--- config.mk ---
export PLATFORM = sky130hd
export DESIGN_NAME = async_serial_tx_rx
export DESIGN_NICKNAME = d
export VERILOG_FILES = /design/src/uart_pkg.sv /design/src/rx_fifo.sv /design/src/async_serial_tx_rx.sv
export SDC_FILE = /design/constraint.sdc
export NUM_CORES = 1
export LEC_CHECK = 0
export ABC_AREA = 1
export BUFFER_PORTS_ARGS = -buffer_cell sky130_fd_sc_hd__buf_2
export CORE_MARGIN = 2
export CORE_UTILIZATION = 53
export CTS_CLUSTER_DIAMETER = 150
export DETAILED_ROUTE_END_ITERATION = 7
export GPL_TIMING_DRIVEN = 0
export PLACE_DENSITY = 0.79
export REMOVE_ABC_BUFFERS = 1
export SYNTH_ARGS = -nofsm -noshare
export SYNTH_HDL_FRONTEND = slang
export SYNTH_SLANG_ARGS = --single-unit
--- constraint.sdc ---
create_clock -name clk_i -period 1.75 [get_ports clk_i]
set_input_delay 0.2625 -clock clk_i [delete_from_list [all_inputs] [get_ports clk_i]]
set_output_delay 0.2625 -clock clk_i [all_outputs]
set_load 0.02 [all_outputs]
--- src/uart_pkg.sv ---
package uart_pkg;

   // Register byte offsets on the bus
   localparam logic [7:0] OFS_TX_CTRL   = 8'h00;
   localparam logic [7:0] OFS_RX_CTRL   = 8'h04;
   localparam logic [7:0] OFS_BAUD_CTRL = 8'h08;
   localparam logic [7:0] OFS_DIV_LO    = 8'h0C;
   localparam logic [7:0] OFS_DIV_HI    = 8'h10;
   localparam logic [7:0] OFS_TX_HOLD   = 8'h14;
   localparam logic [7:0] OFS_RX_DATA   = 8'h18;
   localparam logic [7:0] OFS_IRQ_CTRL  = 8'h1C;

   // Transmit control fields
   localparam int TXC_NINE = 6;
   localparam int TXC_EN   = 5;
   localparam int TXC_SYNC = 4;
   localparam int TXC_HIGH_SPEED  = 2;
   localparam int TXC_SHIFT_EMPTY = 1;
   localparam int TXC_D9   = 0;

   // Receive control fields
   localparam int RXC_PORT_EN   = 7;
   localparam int RXC_NINE      = 6;
   localparam int RXC_RECV_EN   = 4;
   localparam int RXC_ADDR_DET  = 3;
   localparam int RXC_FRAME_ERR = 2;
   localparam int RXC_OVERRUN   = 1;
   localparam int RXC_D9    = 0;

   // Baud control fields
   localparam int BC_IDLE  = 6;
   localparam int BC_RXINV = 5;
   localparam int BC_TXINV = 4;
   localparam int BC_WIDE  = 3;

   // Interrupt control fields
   localparam int IC_TXIE = 0;
   localparam int IC_RCIE = 1;
   localparam int IC_PERIPH_EN = 2;
   localparam int IC_GLOBAL_EN = 3;
   localparam int IC_TXIF = 4;
   localparam int IC_RCIF = 5;

   // Writable bits and reset values
   localparam logic [7:0] TXC_WMASK = 8'h75;
   localparam logic [7:0] RXC_WMASK = 8'hD8;
   localparam logic [7:0] BC_WMASK  = 8'h38;
   localparam logic [7:0] IC_WMASK  = 8'h0F;
   localparam logic [7:0] REG_RST   = 8'h00;

   // Oversampling timing in 16x ticks, prescale count, frame bit counts and FIFO depth
   localparam logic [3:0] OVS_LAST   = 4'hF;
   localparam logic [3:0] MAJ_FIRST  = 4'h7;
   localparam logic [3:0] MAJ_SECOND = 4'h8;
   localparam logic [3:0] MAJ_DECIDE = 4'h9;
   localparam logic [1:0] SLOW_PRE   = 2'h3;
   localparam logic [3:0] TX_BITS_8  = 4'hA;
   localparam logic [3:0] TX_BITS_9  = 4'hB;
   localparam logic [1:0] FIFO_DEPTH = 2'h2;

   typedef struct packed {
      logic       framing_error_flag;
      logic       ninth;
      logic [7:0] data;
   } rx_char_t;

   typedef enum logic [1:0] {
      RX_IDLE  = 2'b00,
      RX_START = 2'b01,
      RX_DATA  = 2'b10,
      RX_STOP  = 2'b11
   } rx_state_t;

endpackage

--- src/rx_fifo.sv ---
`timescale 1ns/1ps
module rx_fifo (
   // Clock and reset
   input  wire logic              clk_i,
   input  wire logic              rst_i,
   input  wire logic              flush_i,
   // Write and read side
   input  wire logic              push_i,
   input  uart_pkg::rx_char_t     data_i,
   input  wire logic              pop_i,
   output uart_pkg::rx_char_t     head_o,
   output logic [1:0]             count_o
);
   uart_pkg::rx_char_t mem_r [2];
   logic               wr_ptr_r;
   logic               rd_ptr_r;
   logic [1:0]         count_r;
   wire                do_push = push_i && (count_r != uart_pkg::FIFO_DEPTH);
   wire                do_pop  = pop_i && (count_r != 2'h0);

   // Entry storage, one register per slot
   for (genvar i = 0; i < 2; i++) begin : g_slot
      always_ff @(posedge clk_i) begin
         if (rst_i) begin
            mem_r[i] <= '0;
         end else if (do_push && (wr_ptr_r == 1'(i))) begin
            mem_r[i] <= data_i;
         end
      end
   end

   // Pointers and fill level
   always_ff @(posedge clk_i) begin
      if (rst_i || flush_i) begin
         wr_ptr_r <= 1'b0;
         rd_ptr_r <= 1'b0;
         count_r  <= 2'h0;
      end else begin
         wr_ptr_r <= wr_ptr_r ^ do_push;
         rd_ptr_r <= rd_ptr_r ^ do_pop;
         count_r  <= count_r + {1'b0, do_push} - {1'b0, do_pop};
      end
   end

   assign head_o  = mem_r[rd_ptr_r];
   assign count_o = count_r;
endmodule

--- src/async_serial_tx_rx.sv ---
// The implementer's own choices: register access over Wishbone and the placing of the registers.
`timescale 1ns/1ps
// Functional notes
// [RL1] Software sets baud, mode, enable before sending
// [RL2] Transmit enable raises buffer empty flag at once
// [RL3] Enabled transmit interrupt asserts immediately when empty
// [RL4] Nine-bit mode sends ninth bit from field
// [RL5] Software loads ninth bit, then character
// [RL6] Transmit inversion makes idle and data low-true
// [RL7] Receiver runs only when enabled and asynchronous
// [RL8] Recovery at 16x, shifter once per bit
// [RL9] Falling edge starts, mid-start must be low
// [RL10] High mid-start silently abandons the character
// [RL11] Each bit majority-sampled at its centre
// [RL12] Low stop sample sets framing error
// [RL13] Finished character enters FIFO, flags available
// [RL14] FIFO holds two, third in shifter
// [RL15] Data read pops oldest character
// [RL16] After overrun no characters are accepted
// [RL17] Receive inversion resets off, inverts when set
// [RL18] Unimplemented control bits read as zero
// [RL19] Start low, data LSB first, stop high
// [RL20] Queued character loads one cycle after stop
// [RL21] Empty flag clear only busy and queued
// [RL22] Clearing receive or port enable clears overrun
// [RL23] Divisor pair makes shared 16x tick
module async_serial_tx_rx (
   // Clock and reset
   input  wire logic        clk_i,
   input  wire logic        rst_i,
   // Wishbone slave
   input  wire logic        cyc_i,
   input  wire logic        stb_i,
   input  wire logic        we_i,
   input  wire logic [7:0]  adr_i,
   input  wire logic [3:0]  sel_i,
   input  wire logic [31:0] dat_i,
   output logic [31:0]      dat_o,
   output logic             ack_o,
   // Serial pins
   input  wire logic        rx_data_pin_i,
   output logic             tx_clock_pin_o,
   // Interrupt request
   output logic             irq_o
);
   ////////////////////////////////////////////////////////////////////////////////////////////
   // Register bus
   logic [7:0] tx_ctrl_r;
   logic [7:0] rx_ctrl_r;
   logic [7:0] baud_ctrl_r;
   logic [7:0] div_lo_r;
   logic [7:0] div_hi_r;
   logic [7:0] irq_ctrl_r;
   logic       ack_r;
   logic [7:0] rd_nxt;

   // Bus decode
   wire req      = cyc_i && stb_i && !ack_r;
   wire wr       = req && we_i && sel_i[0];
   wire rd       = req && !we_i;
   wire wr_txc   = wr && (adr_i == uart_pkg::OFS_TX_CTRL);
   wire wr_rxc   = wr && (adr_i == uart_pkg::OFS_RX_CTRL);
   wire wr_bc    = wr && (adr_i == uart_pkg::OFS_BAUD_CTRL);
   wire wr_lo    = wr && (adr_i == uart_pkg::OFS_DIV_LO);
   wire wr_hi    = wr && (adr_i == uart_pkg::OFS_DIV_HI);
   wire wr_hold  = wr && (adr_i == uart_pkg::OFS_TX_HOLD);
   wire wr_ic    = wr && (adr_i == uart_pkg::OFS_IRQ_CTRL);
   wire rd_data  = rd && (adr_i == uart_pkg::OFS_RX_DATA);

   // Control fields
   wire port_enable               = rx_ctrl_r[uart_pkg::RXC_PORT_EN];
   wire continuous_receive_enable = rx_ctrl_r[uart_pkg::RXC_RECV_EN];
   wire nine_bit_rx_select        = rx_ctrl_r[uart_pkg::RXC_NINE];
   wire address_detect_enable     = rx_ctrl_r[uart_pkg::RXC_ADDR_DET];
   wire tx_enable                 = tx_ctrl_r[uart_pkg::TXC_EN];
   wire nine_bit_tx_select        = tx_ctrl_r[uart_pkg::TXC_NINE];
   wire tx_ninth_bit              = tx_ctrl_r[uart_pkg::TXC_D9];
   wire sync_mode                 = tx_ctrl_r[uart_pkg::TXC_SYNC];
   wire high_speed_baud_select    = tx_ctrl_r[uart_pkg::TXC_HIGH_SPEED];
   wire wide_baud_divider         = baud_ctrl_r[uart_pkg::BC_WIDE];
   wire tx_invert                 = baud_ctrl_r[uart_pkg::BC_TXINV];
   wire rx_invert                 = baud_ctrl_r[uart_pkg::BC_RXINV];

   // Control registers, masked so unused bits stay zero
   always_ff @(posedge clk_i) begin
      if (rst_i) begin
         tx_ctrl_r   <= uart_pkg::REG_RST;
         rx_ctrl_r   <= uart_pkg::REG_RST;
         baud_ctrl_r <= uart_pkg::REG_RST; // RL17
         div_lo_r    <= uart_pkg::REG_RST;
         div_hi_r    <= uart_pkg::REG_RST;
         irq_ctrl_r  <= uart_pkg::REG_RST;
      end else begin
         if (wr_txc) tx_ctrl_r <= dat_i[7:0] & uart_pkg::TXC_WMASK;
         if (wr_rxc) rx_ctrl_r <= dat_i[7:0] & uart_pkg::RXC_WMASK;
         if (wr_bc) baud_ctrl_r <= dat_i[7:0] & uart_pkg::BC_WMASK;
         if (wr_lo) div_lo_r <= dat_i[7:0];
         if (wr_hi) div_hi_r <= dat_i[7:0];
         if (wr_ic) irq_ctrl_r <= dat_i[7:0] & uart_pkg::IC_WMASK;
      end
   end

   ////////////////////////////////////////////////////////////////////////////////////////////
   // Baud tick generator
   logic [15:0] base_cnt_r;
   logic [1:0]  pre_cnt_r;
   logic        tick_r;
   wire [15:0]  div_eff = wide_baud_divider ? {div_hi_r, div_lo_r} : {8'h00, div_lo_r};
   wire         base    = (base_cnt_r == 16'h0000);

   // Divisor pair, then x4 prescale when not high speed
   always_ff @(posedge clk_i) begin
      if (rst_i || !port_enable) begin
         base_cnt_r <= 16'h0000;
         pre_cnt_r  <= 2'h0;
         tick_r     <= 1'b0;
      end else begin
         base_cnt_r <= base ? div_eff : base_cnt_r - 16'h0001; // RL23
         if (base) pre_cnt_r <= pre_cnt_r + 2'h1;
         tick_r <= base && (high_speed_baud_select || pre_cnt_r == uart_pkg::SLOW_PRE); // RL23
      end
   end

   ////////////////////////////////////////////////////////////////////////////////////////////
   // Transmitter
   logic [8:0]  hold_r;
   logic        hold_full_r;
   logic [10:0] tx_shift_reg;
   logic [3:0]  tx_bits_r;
   logic [3:0]  tx_cnt_r;
   logic        tx_busy_r;
   logic        tx_pin_r;
   wire         tx_on   = tx_enable && port_enable;
   wire         tx_load = hold_full_r && !tx_busy_r && tx_on; // RL20
   wire         tx_step = tx_busy_r && tick_r && (tx_cnt_r == uart_pkg::OVS_LAST);
   wire         tx_done = tx_step && (tx_bits_r == 4'h1);
   wire         tx_buffer_empty_flag = tx_enable && !(hold_full_r && tx_busy_r); // RL2 RL21
   wire         tx_shifter_empty     = !tx_busy_r; // RL21

   // Holding register; a new write wins over the load clear
   always_ff @(posedge clk_i) begin
      if (rst_i || !tx_on) begin
         hold_r      <= 9'h000;
         hold_full_r <= 1'b0;
      end else if (wr_hold) begin
         hold_r      <= {tx_ninth_bit, dat_i[7:0]}; // RL4 RL5
         hold_full_r <= 1'b1;
      end else if (tx_load) begin
         hold_full_r <= 1'b0;
      end
   end

   // Frame shifter: start, data LSB first, stop
   always_ff @(posedge clk_i) begin
      if (rst_i || !tx_on) begin
         tx_shift_reg <= 11'h7FF;
         tx_bits_r    <= 4'h0;
         tx_cnt_r     <= 4'h0;
         tx_busy_r    <= 1'b0;
      end else if (tx_load) begin
         tx_shift_reg <= {1'b1, nine_bit_tx_select ? hold_r[8] : 1'b1, hold_r[7:0], 1'b0}; // RL19
         tx_bits_r    <= nine_bit_tx_select ? uart_pkg::TX_BITS_9 : uart_pkg::TX_BITS_8; // RL4
         tx_cnt_r     <= 4'h0;
         tx_busy_r    <= 1'b1;
      end else if (tx_busy_r && tick_r) begin
         tx_cnt_r <= tx_cnt_r + 4'h1;
         if (tx_step) begin
            tx_shift_reg <= {1'b1, tx_shift_reg[10:1]};
            tx_bits_r    <= tx_bits_r - 4'h1;
            tx_busy_r    <= !tx_done;
         end
      end
   end

   // Pin driver with polarity control
   always_ff @(posedge clk_i) begin
      if (rst_i) begin
         tx_pin_r <= 1'b1;
      end else begin
         tx_pin_r <= (tx_busy_r ? tx_shift_reg[0] : 1'b1) ^ tx_invert; // RL6
      end
   end
   assign tx_clock_pin_o = tx_pin_r;

   ////////////////////////////////////////////////////////////////////////////////////////////
   // Receiver
   uart_pkg::rx_state_t rx_state_r;
   uart_pkg::rx_char_t  push_char;
   uart_pkg::rx_char_t  head;
   logic [8:0]          rx_shift_reg;
   logic [3:0]          rx_cnt_r;
   logic [3:0]          rx_bit_r;
   logic [1:0]          samp_r;
   logic                rx_prev_r;
   logic                overrun_error_flag_r;
   logic [1:0]          fifo_count;
   wire rx_line   = rx_data_pin_i ^ rx_invert; // RL17
   wire rx_on     = continuous_receive_enable && !sync_mode && port_enable; // RL7
   wire decide    = tick_r && (rx_cnt_r == uart_pkg::MAJ_DECIDE);
   wire maj       = (samp_r[1] & samp_r[0]) | (samp_r[1] & rx_line) | (samp_r[0] & rx_line); // RL11
   wire last_bit  = rx_bit_r == (nine_bit_rx_select ? 4'h8 : 4'h7);
   wire rx_end    = rx_on && (rx_state_r == uart_pkg::RX_STOP) && decide;
   wire filtered  = address_detect_enable && nine_bit_rx_select && !push_char.ninth;
   wire fifo_full = fifo_count == uart_pkg::FIFO_DEPTH; // RL14
   wire push      = rx_end && !filtered && !fifo_full; // RL13
   wire rx_available_flag = rx_on && (fifo_count != 2'h0);
   wire rx_idle   = rx_state_r == uart_pkg::RX_IDLE;

   // Assembled character, aligned by length
   assign push_char.framing_error_flag  = !maj; // RL12
   assign push_char.ninth = nine_bit_rx_select && rx_shift_reg[8];
   assign push_char.data  = nine_bit_rx_select ? rx_shift_reg[7:0] : rx_shift_reg[8:1];

   // Recovery state machine at 16x
   always_ff @(posedge clk_i) begin
      if (rst_i || !rx_on) begin
         rx_state_r <= uart_pkg::RX_IDLE; // RL7
         rx_cnt_r   <= 4'h0;
      end else if (tick_r) begin
         rx_cnt_r <= rx_cnt_r + 4'h1; // RL8
         case (rx_state_r)
            uart_pkg::RX_IDLE: begin
               rx_cnt_r <= 4'h0;
               if (rx_prev_r && !rx_line && !overrun_error_flag_r) rx_state_r <= uart_pkg::RX_START; // RL9 RL16
            end
            uart_pkg::RX_START: begin
               if (decide) rx_state_r <= maj ? uart_pkg::RX_IDLE : uart_pkg::RX_DATA; // RL9 RL10
            end
            uart_pkg::RX_DATA: begin
               if (decide && last_bit) rx_state_r <= uart_pkg::RX_STOP;
            end
            uart_pkg::RX_STOP: begin
               if (decide) rx_state_r <= uart_pkg::RX_IDLE;
            end
            default: rx_state_r <= uart_pkg::RX_IDLE;
         endcase
      end
   end

   // Line history, majority samples and bit shifter
   always_ff @(posedge clk_i) begin
      if (rst_i) begin
         rx_prev_r    <= 1'b1;
         samp_r       <= 2'h0;
         rx_shift_reg <= 9'h000;
         rx_bit_r     <= 4'h0;
      end else if (tick_r) begin
         rx_prev_r <= rx_line;
         if (rx_cnt_r == uart_pkg::MAJ_FIRST || rx_cnt_r == uart_pkg::MAJ_SECOND) begin
            samp_r <= {samp_r[0], rx_line}; // RL11
         end
         if (rx_state_r == uart_pkg::RX_START) rx_bit_r <= 4'h0;
         if (decide && rx_state_r == uart_pkg::RX_DATA) begin
            rx_shift_reg <= {maj, rx_shift_reg[8:1]}; // RL8 RL11 RL19
            rx_bit_r     <= rx_bit_r + 4'h1;
         end
      end
   end

   // Overrun: set by a third character, cleared by either enable
   always_ff @(posedge clk_i) begin
      if (rst_i || !rx_on) begin
         overrun_error_flag_r <= 1'b0; // RL22
      end else if (rx_end && !filtered && fifo_full) begin
         overrun_error_flag_r <= 1'b1; // RL16
      end
   end

   // Two-entry receive FIFO, flushed when the port is off
   rx_fifo u_fifo (
      .clk_i   (clk_i),
      .rst_i   (rst_i),
      .flush_i (!port_enable),
      .push_i  (push),
      .data_i  (push_char),
      .pop_i   (rd_data), // RL15
      .head_o  (head),
      .count_o (fifo_count)
   );

   ////////////////////////////////////////////////////////////////////////////////////////////
   // Read mux, status and interrupt
   wire       have = fifo_count != 2'h0;
   wire [7:0] txc_rd = tx_ctrl_r | ({7'h00, tx_shifter_empty} << uart_pkg::TXC_SHIFT_EMPTY);
   wire [7:0] rxc_rd = rx_ctrl_r
                     | ({7'h00, have && head.framing_error_flag} << uart_pkg::RXC_FRAME_ERR)
                     | ({7'h00, overrun_error_flag_r} << uart_pkg::RXC_OVERRUN)
                     | ({7'h00, have && head.ninth} << uart_pkg::RXC_D9);
   wire [7:0] bc_rd  = baud_ctrl_r | ({7'h00, rx_idle} << uart_pkg::BC_IDLE);
   wire [7:0] ic_rd  = irq_ctrl_r
                     | ({7'h00, tx_buffer_empty_flag} << uart_pkg::IC_TXIF)
                     | ({7'h00, rx_available_flag} << uart_pkg::IC_RCIF);

   // Register selection; unmapped offsets read zero
   always_comb begin
      case (adr_i)
         uart_pkg::OFS_TX_CTRL:   rd_nxt = txc_rd; // RL18
         uart_pkg::OFS_RX_CTRL:   rd_nxt = rxc_rd;
         uart_pkg::OFS_BAUD_CTRL: rd_nxt = bc_rd;
         uart_pkg::OFS_DIV_LO:    rd_nxt = div_lo_r;
         uart_pkg::OFS_DIV_HI:    rd_nxt = div_hi_r;
         uart_pkg::OFS_TX_HOLD:   rd_nxt = hold_r[7:0];
         uart_pkg::OFS_RX_DATA:   rd_nxt = have ? head.data : 8'h00; // RL15
         uart_pkg::OFS_IRQ_CTRL:  rd_nxt = ic_rd;
         default:                 rd_nxt = 8'h00;
      endcase
   end

   // One wait state answer, data registered
   always_ff @(posedge clk_i) begin
      if (rst_i) begin
         ack_r <= 1'b0;
         dat_o <= 32'h0000_0000;
      end else begin
         ack_r <= req;
         if (rd) dat_o <= {24'h000000, rd_nxt};
      end
   end
   assign ack_o = ack_r;

   // Interrupt gated by peripheral and global enables
   wire irq_gate = irq_ctrl_r[uart_pkg::IC_PERIPH_EN] && irq_ctrl_r[uart_pkg::IC_GLOBAL_EN];
   assign irq_o = irq_gate && ((irq_ctrl_r[uart_pkg::IC_TXIE] && tx_buffer_empty_flag)
                             || (irq_ctrl_r[uart_pkg::IC_RCIE] && rx_available_flag)); // RL3
endmodule

==> results.md, run 1 <==
- Die area: roughly 0.014 sq mm
- Leakage power: 3.52 nW
- Mapped cell area: 0.00703 sq mm
- Die height: ~120 um
- Tmin final: ~1.8 ns
- Chip Width: ~120 um
- WP data arrival: around 2.2 ns
- Final Hold Viols: 0
- RSZ-0062 raised after global routing: yes
- Worst-path clk slew: approximately 0.060 ns
- Routed WL per cell: 14.5 um
- Crit-path cells: nor2_4 -> nand2_2 -> nor2_4 -> inv_4 -> nor3_4 -> ha_1 -> inv_1 -> ha_2 -> xnor2_2 -> or2_4 -> a21oi_2
- Setup crit start: ack_o
- Achievable clock frequency: ~550 MHz
- Final ANT Viol Nets: 0
- Largest net degree at the start of global routing: 50
- CP max FO: 2
- Synth async-reset ratio: 0
- Post-detail-place hpwl: ~11000 um
- DR pass1 iterations: 6
- Core Rows: 42
- Register bit total from synthesis: 137
- Final setup margin: -0.0724 ns
- CTS buffer count: 17
- Post-synth EDFFs: 20
- Top FF cell, synth: dfxtp_1
- Worst-Skew Late Latency: around 0.42 ns
- Clk sink count: ~140
- Total GRT Usage: 0.240
- Vias in the first global route: roughly 5600
- Startpoint Class: register
- Residual DRC count: 0
- Placed Cells: about 1100
- Cell mode on critical path: nor2_4
- Clock root cell: clkbuf_16
- MaxCap Viol Count: 0
- Hold buffer count at CTS: 0
- Cell area power density: 811 mW/mm^2
- Final Slew Violations: 0
- HP Class: input port to register
- VDD IR-drop max: around 0.00074 V
- Critical path type: register to register
- Synth Warn #: 0
- Top cells by area, synth: dfxtp_1 (33%), nand2_1 (9.1%), nor2_1 (8.9%)
- CP peak stage delay: 0.33 ns
- Input/output buffers: 33
- Period utilization: 1.04
- Slew HR: 0.635
- Vias/cell: ~5.3
- Yosys top cell area share: 0.333
- Violated checks: setup timing
- Worst hold margin: 0.185 ns
- Worst slew pin tran: 0.541 ns
- Max reg flops: 20
- Post-synthesis cell type count: 48
- Initial Utilization: 0.537
- Status: complete, but fails checks
- Top-Level Pins: 85
- Min-delay src: dat_i[7]
- Area leader, netlist: dfxtp_1
- Clock buffer depth: 2
- Util after Layout: 0.627
- First-pass GRT wire length: approximately 27000 um
- Gpl congestion: a little over 0.9
- Via count: 6308
- Finished Layout Cells: ~1200
- DRT iter0 DRCs: 547
- Req. time, crit path: 2.11 ns
- Share of layout cells above drive strength 1: 0.190
- Layout Nets: roughly 1100
- Core area: between 0.01 and 0.015 sq mm
- Area growth from synthesis to layout: 16.8%
- # diodes: 0
- Cells after Synth: around 940
- Clock Skews: just over 0.008 ns
- Post-synthesis sequential area ratio: 0.419
- Total routed wirelength: approximately 17000 um
- Grt total ovfl: 0
- Crit end category: register
- FF-to-FF Start: ack_o
- H-tree depth: 4
- CTS tree: yes
- Post-synthesis average cell area: roughly 7.5 sq um
- CP max-delay cell: dfxtp_2
- Initial antenna violation count: 0
- Final setup vio count: 2
-- layout by cell type (no fill, tap or decap), types with 9 or more instances in the layout --
cell,n
nand3_1,64
nand2_1,165
o211ai_1,10
a21oi_1,63
clkbuf_16,17
buf_2,32
dfxtp_1,108
xor2_1,12
nor2_1,156
nor2_4,20
ha_1,10
inv_1,69
nand2_2,11
conb_1,24
inv_2,9
edfxtp_1,20
o21ai_0,75
nor2_2,12
buf_4,24
-- layer usage --
layer  track usage  wire (um)  up-vias  share of wire
met4        0.0930        405        0          0.024
met5             0          0        -              0
met2         0.391       8070      273           0.47
li1              -          -     3140              -
met1         0.313       7420     2856           0.43
met3        0.0503       1300       39          0.075
-- synthesized netlist by cell type (all sizes together) (4+ instances only) --
master and instances:
xnor2 4, edfxtp 20, dfxtp 117, nor3 12, o211ai 10, buf 39, inv 86, clkbuf 8
nand3 68, ha 14, o21ai 79, mux2i 8, xor2 12, a21oi 67, nor2 189, nand4 4
nand2 181, or2 4
-- critical path, delay by kind of cell (launching register included) --
| family | cells | cell delay (ns) |
|---|---|---|
| compound gates | 1 | 0.11 |
| xor+xnor | 1 | 0.08 |
| fa+ha+maj | 2 | 0.45 |
| buf+inv | 2 | 0.11 |
| flops | 1 | 0.33 |
| simple gates | 5 | 0.71 |
-- cells by family after synthesis --
group                      count (synthesis)  share of synthesized area
and+or+nand+nor                          463                      0.306
buffers and inverters                    135                     0.0944
other                                      1                   0.000534
muxes                                      8                     0.0114
xor gates and xnor gates                  16                     0.0199
AOI/OAI and AO/OA                        164                      0.124
DFF                                      137                      0.419
adders and majority gates                 14                     0.0249
-- path summary, 6_finish.rpt --
check	end	slack [ns]	cells past startpoint
worst max-delay path	u_fifo.count_o[1]	-0.07	11
worst min-delay path	div_lo_r[7]	0.18	3
worst max register to register	u_fifo.count_o[1]	-0.07	11
worst min register to register	pre_cnt_r[1]	0.45	2
-- per-stage QoR --
stage	setup WS (ns)	power (mW)	area, sq um	setup TNS (ns)
2_1_floorplan	-0.398	3.42	6790	-1.91
3_3_place_gp	-0.792	3.50	7170	-30.52
5_1_grt	-0.152	6.86	8210	-0.404
6_report	-0.0724	6.66	8210	-0.0727
3_5_place_dp	-0.844	3.50	7170	-31.23
4_1_cts	-0.117	6.65	7940	-1.42
-- final cells by class --
type	instances	area, sq um
well taps	176	220
clock inverters	3	15.0
inverters	88	353
multi-input cells	693	3730
flip-flops and latches	137	2960
fillers	1046	4880
clock buffers	28	507
repair buffers	60	419
-- timing repair --
action | 4_1_cts | 5_1_grt
hold endpoints to repair | 0 | 0
pin swaps | 18 | 13
cloned | 3 | 1
gates resized for setup | 44 | 29
endpoints found under the setup margin | 74 | 82
setup buffers | 13 | 13
-- report_power, final --
part / leakage [nW] / switching, mW / total [mW] / internal [mW]
combinational: 2.12 / 0.187 / 0.252 / 0.0651
sequential: 1.14 / 0.00725 / 3.22 / 3.21
clock: 0.258 / 1.24 / 3.19 / 1.95
total: 3.52 / 1.44 / 6.66 / 5.22
No activity file was read; power rests on OpenSTA's default activity.
==> inputs of run 2 (changes only) <==
--- a/config.mk
+++ b/config.mk
@@ -7,12 +7,13 @@
 export LEC_CHECK = 0
 export ABC_AREA = 1
 export BUFFER_PORTS_ARGS = -buffer_cell sky130_fd_sc_hd__buf_2
+export CORE_ASPECT_RATIO = 0.75
 export CORE_MARGIN = 2
-export CORE_UTILIZATION = 53
+export CORE_UTILIZATION = 40
 export CTS_CLUSTER_DIAMETER = 150
 export DETAILED_ROUTE_END_ITERATION = 7
 export GPL_TIMING_DRIVEN = 0
-export PLACE_DENSITY = 0.79
+export PLACE_DENSITY = 0.63
 export REMOVE_ABC_BUFFERS = 1
 export SYNTH_ARGS = -nofsm -noshare
 export SYNTH_HDL_FRONTEND = slang
==> run 2 against run 1 <==
- the flow still finishes with violations (setup timing)
- cell area increased by 2.0%
- critical path type unchanged
- first-iteration DRC count is 3.8% lower
- utilization decreased by 14 points
- die area grew 31%
- worst setup slack worse by 0.036 ns
- wire length rose by 6.1%
- largest cell class unchanged
==> results.md, run 2 (synthesized netlist as in run 1, its figures left out) <==
- Critical path type: register to register
- MaxCap Viol Count: 0 (unchanged)
- Min-delay src: cyc_i
- Clock buffer depth: 2 (unchanged)
- Status: complete, but fails checks
- Chip Width: 157 um (+32%)
- Input/output buffers: 33 (unchanged)
- Cell mode on critical path: nor2_4
- Layout Nets: 1067 (+0.57%)
- Most frequent cells in the layout: nand2_1 (163), nor2_1 (155), dfxtp_1 (108), inv_1 (69), o21ai_0 (68)
- Leakage power: 3.52 nW (+0.16%)
- Clk sink count: 137 (unchanged)
- CP max-delay cell: dfxtp_2
- Worst-path clk slew: 0.06 ns (about the same)
- CP peak stage delay: 0.33 ns (about the same)
- FF-to-FF Start: ack_o
- Setup crit start: ack_o
- Die area: 0.0187 sq mm (+31%)
- Core Rows: 41 (-2.4%)
- VDD IR-drop max: 0.000533 V (-28%)
- Residual DRC count: 0 (unchanged)
- Place WS: -0.979 ns (-0.135 ns)
- Cell area power density: 812 mW/mm^2 (+0.13%)
- Buffers & Inverters on Critical Path: 2 (unchanged)
- Via count: 6184 (-2.0%)
- Period utilization: 1.06 (+0.0207)
- Worst-Skew Late Latency: 0.43 ns (about the same)
- # diodes: 0 (unchanged)
- CTS tree: yes
- Multi-input logic area: 0.00377 sq mm (+1.1%)
- WP data arrival: 2.22 ns (+0.04 ns)
- Final ANT Viol Nets: 0 (unchanged)
- Slew HR: 0.383 (-0.252)
- Die height: 119 um (-0.30%)
- First-pass GRT wire length: 28300 um (+4.5%)
- Register area: 0.00297 sq mm (about the same)
- Grt total ovfl: 0 (unchanged)
- DRT iter0 DRCs: 526 (-3.8%)
- Post-detail-place hpwl: 12300 um (+10%)
- Crit end category: register
- Achievable clock frequency: 538 MHz (-1.9%)
- Routed WL per cell: 14.6 um (+0.47%)
- Most common cell after layout, fill and taps aside: nand2_1
- Crit-path cells: nor2_4 -> nand2_2 -> nor2_4 -> inv_4 -> nor3_4 -> ha_1 -> inv_1 -> ha_2 -> xnor2_2 -> or2_4 -> a21oi_2
- Total Power: 6.80 mW (+2.1%)
- Max reg flops: 20 (unchanged)
- H-tree depth: 4 (unchanged)
- Clock root cell: clkbuf_16
- DR pass1 iterations: 5 (-1)
- Initial antenna violation count: 0 (unchanged)
- Startpoint Class: register
- CP max FO: 2 (unchanged)
- Violated checks: setup timing
- Vias in the first global route: 5556 (-1.5%)
- Largest net degree at the start of global routing: 50 (unchanged)
- Req. time, crit path: 2.12 ns (about the same)
- Tmin final: 1.86 ns (+0.0362 ns)
- Core area: 0.0170 sq mm (+30%)
- Total GRT Usage: 0.195 (-0.0448)
- Filler cells: 1699 (+62%)
- Final setup vio count: 12 (+10)
- Total routed wirelength: 18200 um (+6.1%)
- Final setup margin: -0.109 ns (-0.0362 ns)
- Area growth from synthesis to layout: 19.2%
- RSZ-0062 raised after global routing: yes
- Final Hold Viols: 0 (unchanged)
- Top-Level Pins: 85 (unchanged)
- Final Slew Violations: 0 (unchanged)
- CTS buffer count: 17 (unchanged)
- HP Class: input port to register
- Worst slew pin tran: 0.920 ns (+0.379 ns)
- Share of layout cells above drive strength 1: 0.204 (+0.0137)
- Top Family by Delay on Critical Path: simple AND/OR/NAND/NOR gates
- Clock Skews: 0.00974 ns (+0.00152 ns)
- Gpl congestion: 0.884 (-3.7%)
- Initial Utilization: 0.413 (-0.124)
- Vias/cell: 4.94 (-7.1%)
[run 2: worst reg2reg max path, cell delays in order (launching register included)]
cell and delay, ns:
dfxtp_2 0.33, nor2_4 0.10, nand2_2 0.08, nor2_4 0.12, inv_4 0.05, nor3_4 0.20
ha_1 0.27, inv_1 0.06, ha_2 0.18, xnor2_2 0.06, or2_4 0.23, a21oi_2 0.12
[run 2: worst paths after layout]
path / to / slack, ns / cells after the start
setup / recovery: u_fifo.count_o[1] / -0.11 / 11
hold / removal: ack_o / 0.12 / 3
setup reg to reg: u_fifo.count_o[1] / -0.11 / 11
hold reg to reg: hold_r[8] / 0.46 / 2
[run 2: final cells by class]
type,count,share of cell area
Clock buffer,24,0.0601
Inverter,88,0.0426
Multi-Input combinational cell,695,0.451
Timing Repair inverter,1,0.000598
Sequential cell,137,0.354
Timing Repair Buffer,63,0.0516
Tap cell,236,0.0353
Clock inverter,7,0.00493
[run 2: stage by stage]
step           instance area, sq um  hold WS (ns)  setup TNS (ns)  cells   util
6_report                       8370         0.124          -0.624   1251  0.492
5_1_grt                        8370         0.132           -3.14   1251  0.492
4_1_cts                        8040         0.107           -2.97   1225  0.472
3_5_place_dp                   7250         0.448          -43.89   1183  0.425
3_3_place_gp                   7250         0.434          -42.57   1183  0.425
2_1_floorplan                  6790         0.332           -1.91    914      -
[run 2: power by group]
part	internal, mW	switching, mW	leakage (nW)
Sequential	3.21	0.00702	1.14
Clock	1.99	1.32	0.271
Combinational	0.0715	0.204	2.11
[run 2: layer usage]
metal | wire length [um] | vias up | global-route usage
met1 | 9220 | 2832 | 0.291
met2 | 7400 | 179 | 0.273
met5 | 0 | - | 0
met3 | 1420 | 15 | 0.0579
met4 | 201 | 0 | 0.0494
li1 | - | 3158 | -
[run 2: timing repair]
item                       in CTS  in global routing
buffers inserted               10                 21
pin swaps                      13                 17
setup endpoints to repair      84                104
cloned                          1                  6
hold endpoints to repair        0                  0
resized for setup              53                 39
hold buffers                    0                  0
==> inputs of run 3 (changes only) <==
--- a/config.mk
+++ b/config.mk
@@ -7,13 +7,15 @@
 export LEC_CHECK = 0
 export ABC_AREA = 1
 export BUFFER_PORTS_ARGS = -buffer_cell sky130_fd_sc_hd__buf_2
+export CELL_PAD_IN_SITES_DETAIL_PLACEMENT = 2
+export CELL_PAD_IN_SITES_GLOBAL_PLACEMENT = 2
 export CORE_ASPECT_RATIO = 0.75
 export CORE_MARGIN = 2
-export CORE_UTILIZATION = 40
+export CORE_UTILIZATION = 30
 export CTS_CLUSTER_DIAMETER = 150
 export DETAILED_ROUTE_END_ITERATION = 7
 export GPL_TIMING_DRIVEN = 0
-export PLACE_DENSITY = 0.63
+export PLACE_DENSITY = 0.77
 export REMOVE_ABC_BUFFERS = 1
 export SYNTH_ARGS = -nofsm -noshare
 export SYNTH_HDL_FRONTEND = slang
==> run 3 against run 2 <==
- the run still ends with setup timing left
- clock power is 16% higher
- count of clock-buffer cells in the layout is 7 lower
- clock skew is 0.0050 ns higher
- utilization is 11 points lower
- first-iteration DRC count is 53% lower
- highest routed layer unchanged
==> results.md, run 3 (synthesized netlist as in run 1, its figures left out) <==
- Period utilization: 1.07 (+0.00395)
- Clock root cell: clkbuf_16
- Via count: 6449 (+4.3%)
- Filler cells: 2600 (+53%)
- Core Rows: 48 (+17%)
- CTS buffer count: 17 (unchanged)
- # diodes: 0 (unchanged)
- Hold buffer count at CTS: 0 (unchanged)
- Die height: 137 um (+15%)
- Hold Crit Depth: 3 (unchanged)
- Chip Width: 181 um (+15%)
- Finished Layout Cells: 1315 (+5.1%)
- Crit end category: register
- Final setup vio count: 42 (+30)
- Int Power: 5.43 mW (+3.1%)
- CTS tree: yes
- VDD IR-drop max: 0.000648 V (+22%)
- Achievable clock frequency: 536 MHz (-0.37%)
- Gpl congestion: 0.782 (-12%)
- Vias in the first global route: 6955 (+25%)
- Reg2Reg Depth: 10 (-1)
- Most common cell after layout, fill and taps aside: nand2_1
- Total routed wirelength: 24900 um (+37%)
- Routed WL per cell: 19.0 um (+30%)
- Worst-Skew Late Latency: 0.45 ns (+0.02 ns)
- Share of layout cells above drive strength 1: 0.222 (+0.0177)
- Worst slew pin tran: 0.590 ns (-0.330 ns)
- First-pass GRT wire length: 39100 um (+38%)
- Vias/cell: 4.90 (-0.79%)
- DR pass1 iterations: 4 (-1)
- Placed Cells: 1247 (+5.4%)
- Input/output buffers: 33 (unchanged)
- Tmin final: 1.87 ns (+0.00692 ns)
- Max reg flops: 20 (unchanged)
- MaxCap Viol Count: 0 (unchanged)
- Slew HR: 0.606 (+0.223)
- Switch share: 0.259 (+0.0331)
- H-tree depth: 4 (unchanged)
- Worst hold margin: 0.173 ns (+0.0495 ns)
- Req. time, crit path: 2.06 ns (-0.06 ns)
- Critical path type: register to register
- Clk pwr share: 0.523 (+0.036)
- Area growth from synthesis to layout: 23.5%
- Clk sink count: 137 (unchanged)
- Die area: 0.0247 sq mm (+32%)
- Cell area power density: 843 mW/mm^2 (+3.8%)
- Status: complete, but fails checks
- DRT iter0 DRCs: 246 (-53%)
- Core area: 0.0230 sq mm (+35%)
- Leakage power: 3.61 nW (+2.3%)
- Post-detail-place hpwl: 16500 um (+34%)
- Final ANT Viol Nets: 0 (unchanged)
- Violated checks: setup timing
- Worst-path clk slew: 0.07 ns (about the same)
- RSZ-0062 raised after global routing: yes
- Final Slew Violations: 0 (unchanged)
- Layout Nets: 1066 (-0.094%)
- Largest net degree at the start of global routing: 25 (-50%)
- Switching pwr: 1.89 mW (+23%)
- HP Class: input port to register
- Top-Level Pins: 85 (unchanged)
- Final Hold Viols: 0 (unchanged)
- Clock buffer depth: 2 (unchanged)
- Logic gate share of total power: 0.038 (-0.002)
- Final setup margin: -0.115 ns (-0.00692 ns)
- Clock Skews: 0.0148 ns (+0.00503 ns)
- Residual DRC count: 0 (unchanged)
- Startpoint Class: register
- Register share of total power: 0.439 (-0.034)
- Total GRT Usage: 0.206 (+0.0104)
- Initial Utilization: 0.305 (-0.107)
- Most frequent cells in the layout: nand2_1 (166), nor2_1 (139), dfxtp_1 (108), o21ai_0 (73), inv_1 (68)
- CP max FO: 5 (+3)
- Initial antenna violation count: 1 (+1)
- Post-route setup TNS: -3.34 ns (-2.71 ns)
- WP data arrival: 2.17 ns (-0.05 ns)
- Grt total ovfl: 0 (unchanged)
[run 3: critical path, cell delays in order, from the launching register on]
cell and delay [ns]:
dfxtp_4 0.38, inv_6 0.04, nor2_4 0.12, nand2_4 0.09, nor3_4 0.18, nand3_4 0.12
nor2_4 0.22, ha_4 0.21, nand2_4 0.09, buf_16 0.19, nor2_4 0.08
[run 3: repair_timing]
action / in CTS / in global routing
setup endpoints to repair: 102 / 109
pin swaps: 20 / 28
gates resized for setup: 80 / 46
cloned: 4 / 1
setup buffers: 20 / 11
[run 3: final timing paths]
path,start,end,slack (ns)
max,rx_ctrl_r[7],u_fifo.mem_r[0][7],-0.12
min,dat_i[1],div_hi_r[1],0.17
max reg2reg,rx_ctrl_r[7],u_fifo.mem_r[0][7],-0.12
min reg2reg,dat_o[1],dat_o[1],0.46
[run 3: cell type report]
class / instances / area [sq um] / share of cell area
Timing Repair Buffer: 65 / 467 / 0.0538
Inverter: 88 / 363 / 0.0418
Tap cell: 300 / 375 / 0.0433
Sequential cell: 137 / 2970 / 0.342
Timing Repair inverter: 1 / 7.51 / 0.000865
Clock inverter: 15 / 183 / 0.0210
Multi-Input combinational cell: 692 / 3890 / 0.448
Clock buffer: 17 / 425 / 0.0490
[run 3: layer usage]
metal,GRT usage,routed length [um],share of wire
met2,0.347,12000,0.48
met4,0.0573,438,0.018
met5,0,0,0
met1,0.270,11700,0.47
met3,0.0389,788,0.032
[run 3: metrics by stage]
stage / setup slack (ns) / instance area, sq um / utilization / power [mW]
after floorplan: -0.398 / 6790 / - / 3.42
after global placement: -0.946 / 7330 / 0.318 / 3.52
after detailed placement: -1.06 / 7330 / 0.318 / 3.53
after CTS: -0.177 / 8390 / 0.365 / 7.38
after global routing: -0.206 / 8680 / 0.377 / 7.54
final: -0.115 / 8680 / 0.377 / 7.32
[run 3: power groups by stage]
| stage | sequential (mW) | clock, mW | combinational (mW) |
|---|---|---|---|
| 3_5_place_dp | 3.29 | 0 | 0.237 |
| 3_3_place_gp | 3.29 | 0 | 0.230 |
| 6_report | 3.21 | 3.83 | 0.275 |
| 5_1_grt | 3.21 | 4.03 | 0.296 |
| 2_1_floorplan | 3.29 | 0 | 0.133 |
| 4_1_cts | 3.22 | 3.91 | 0.264 |
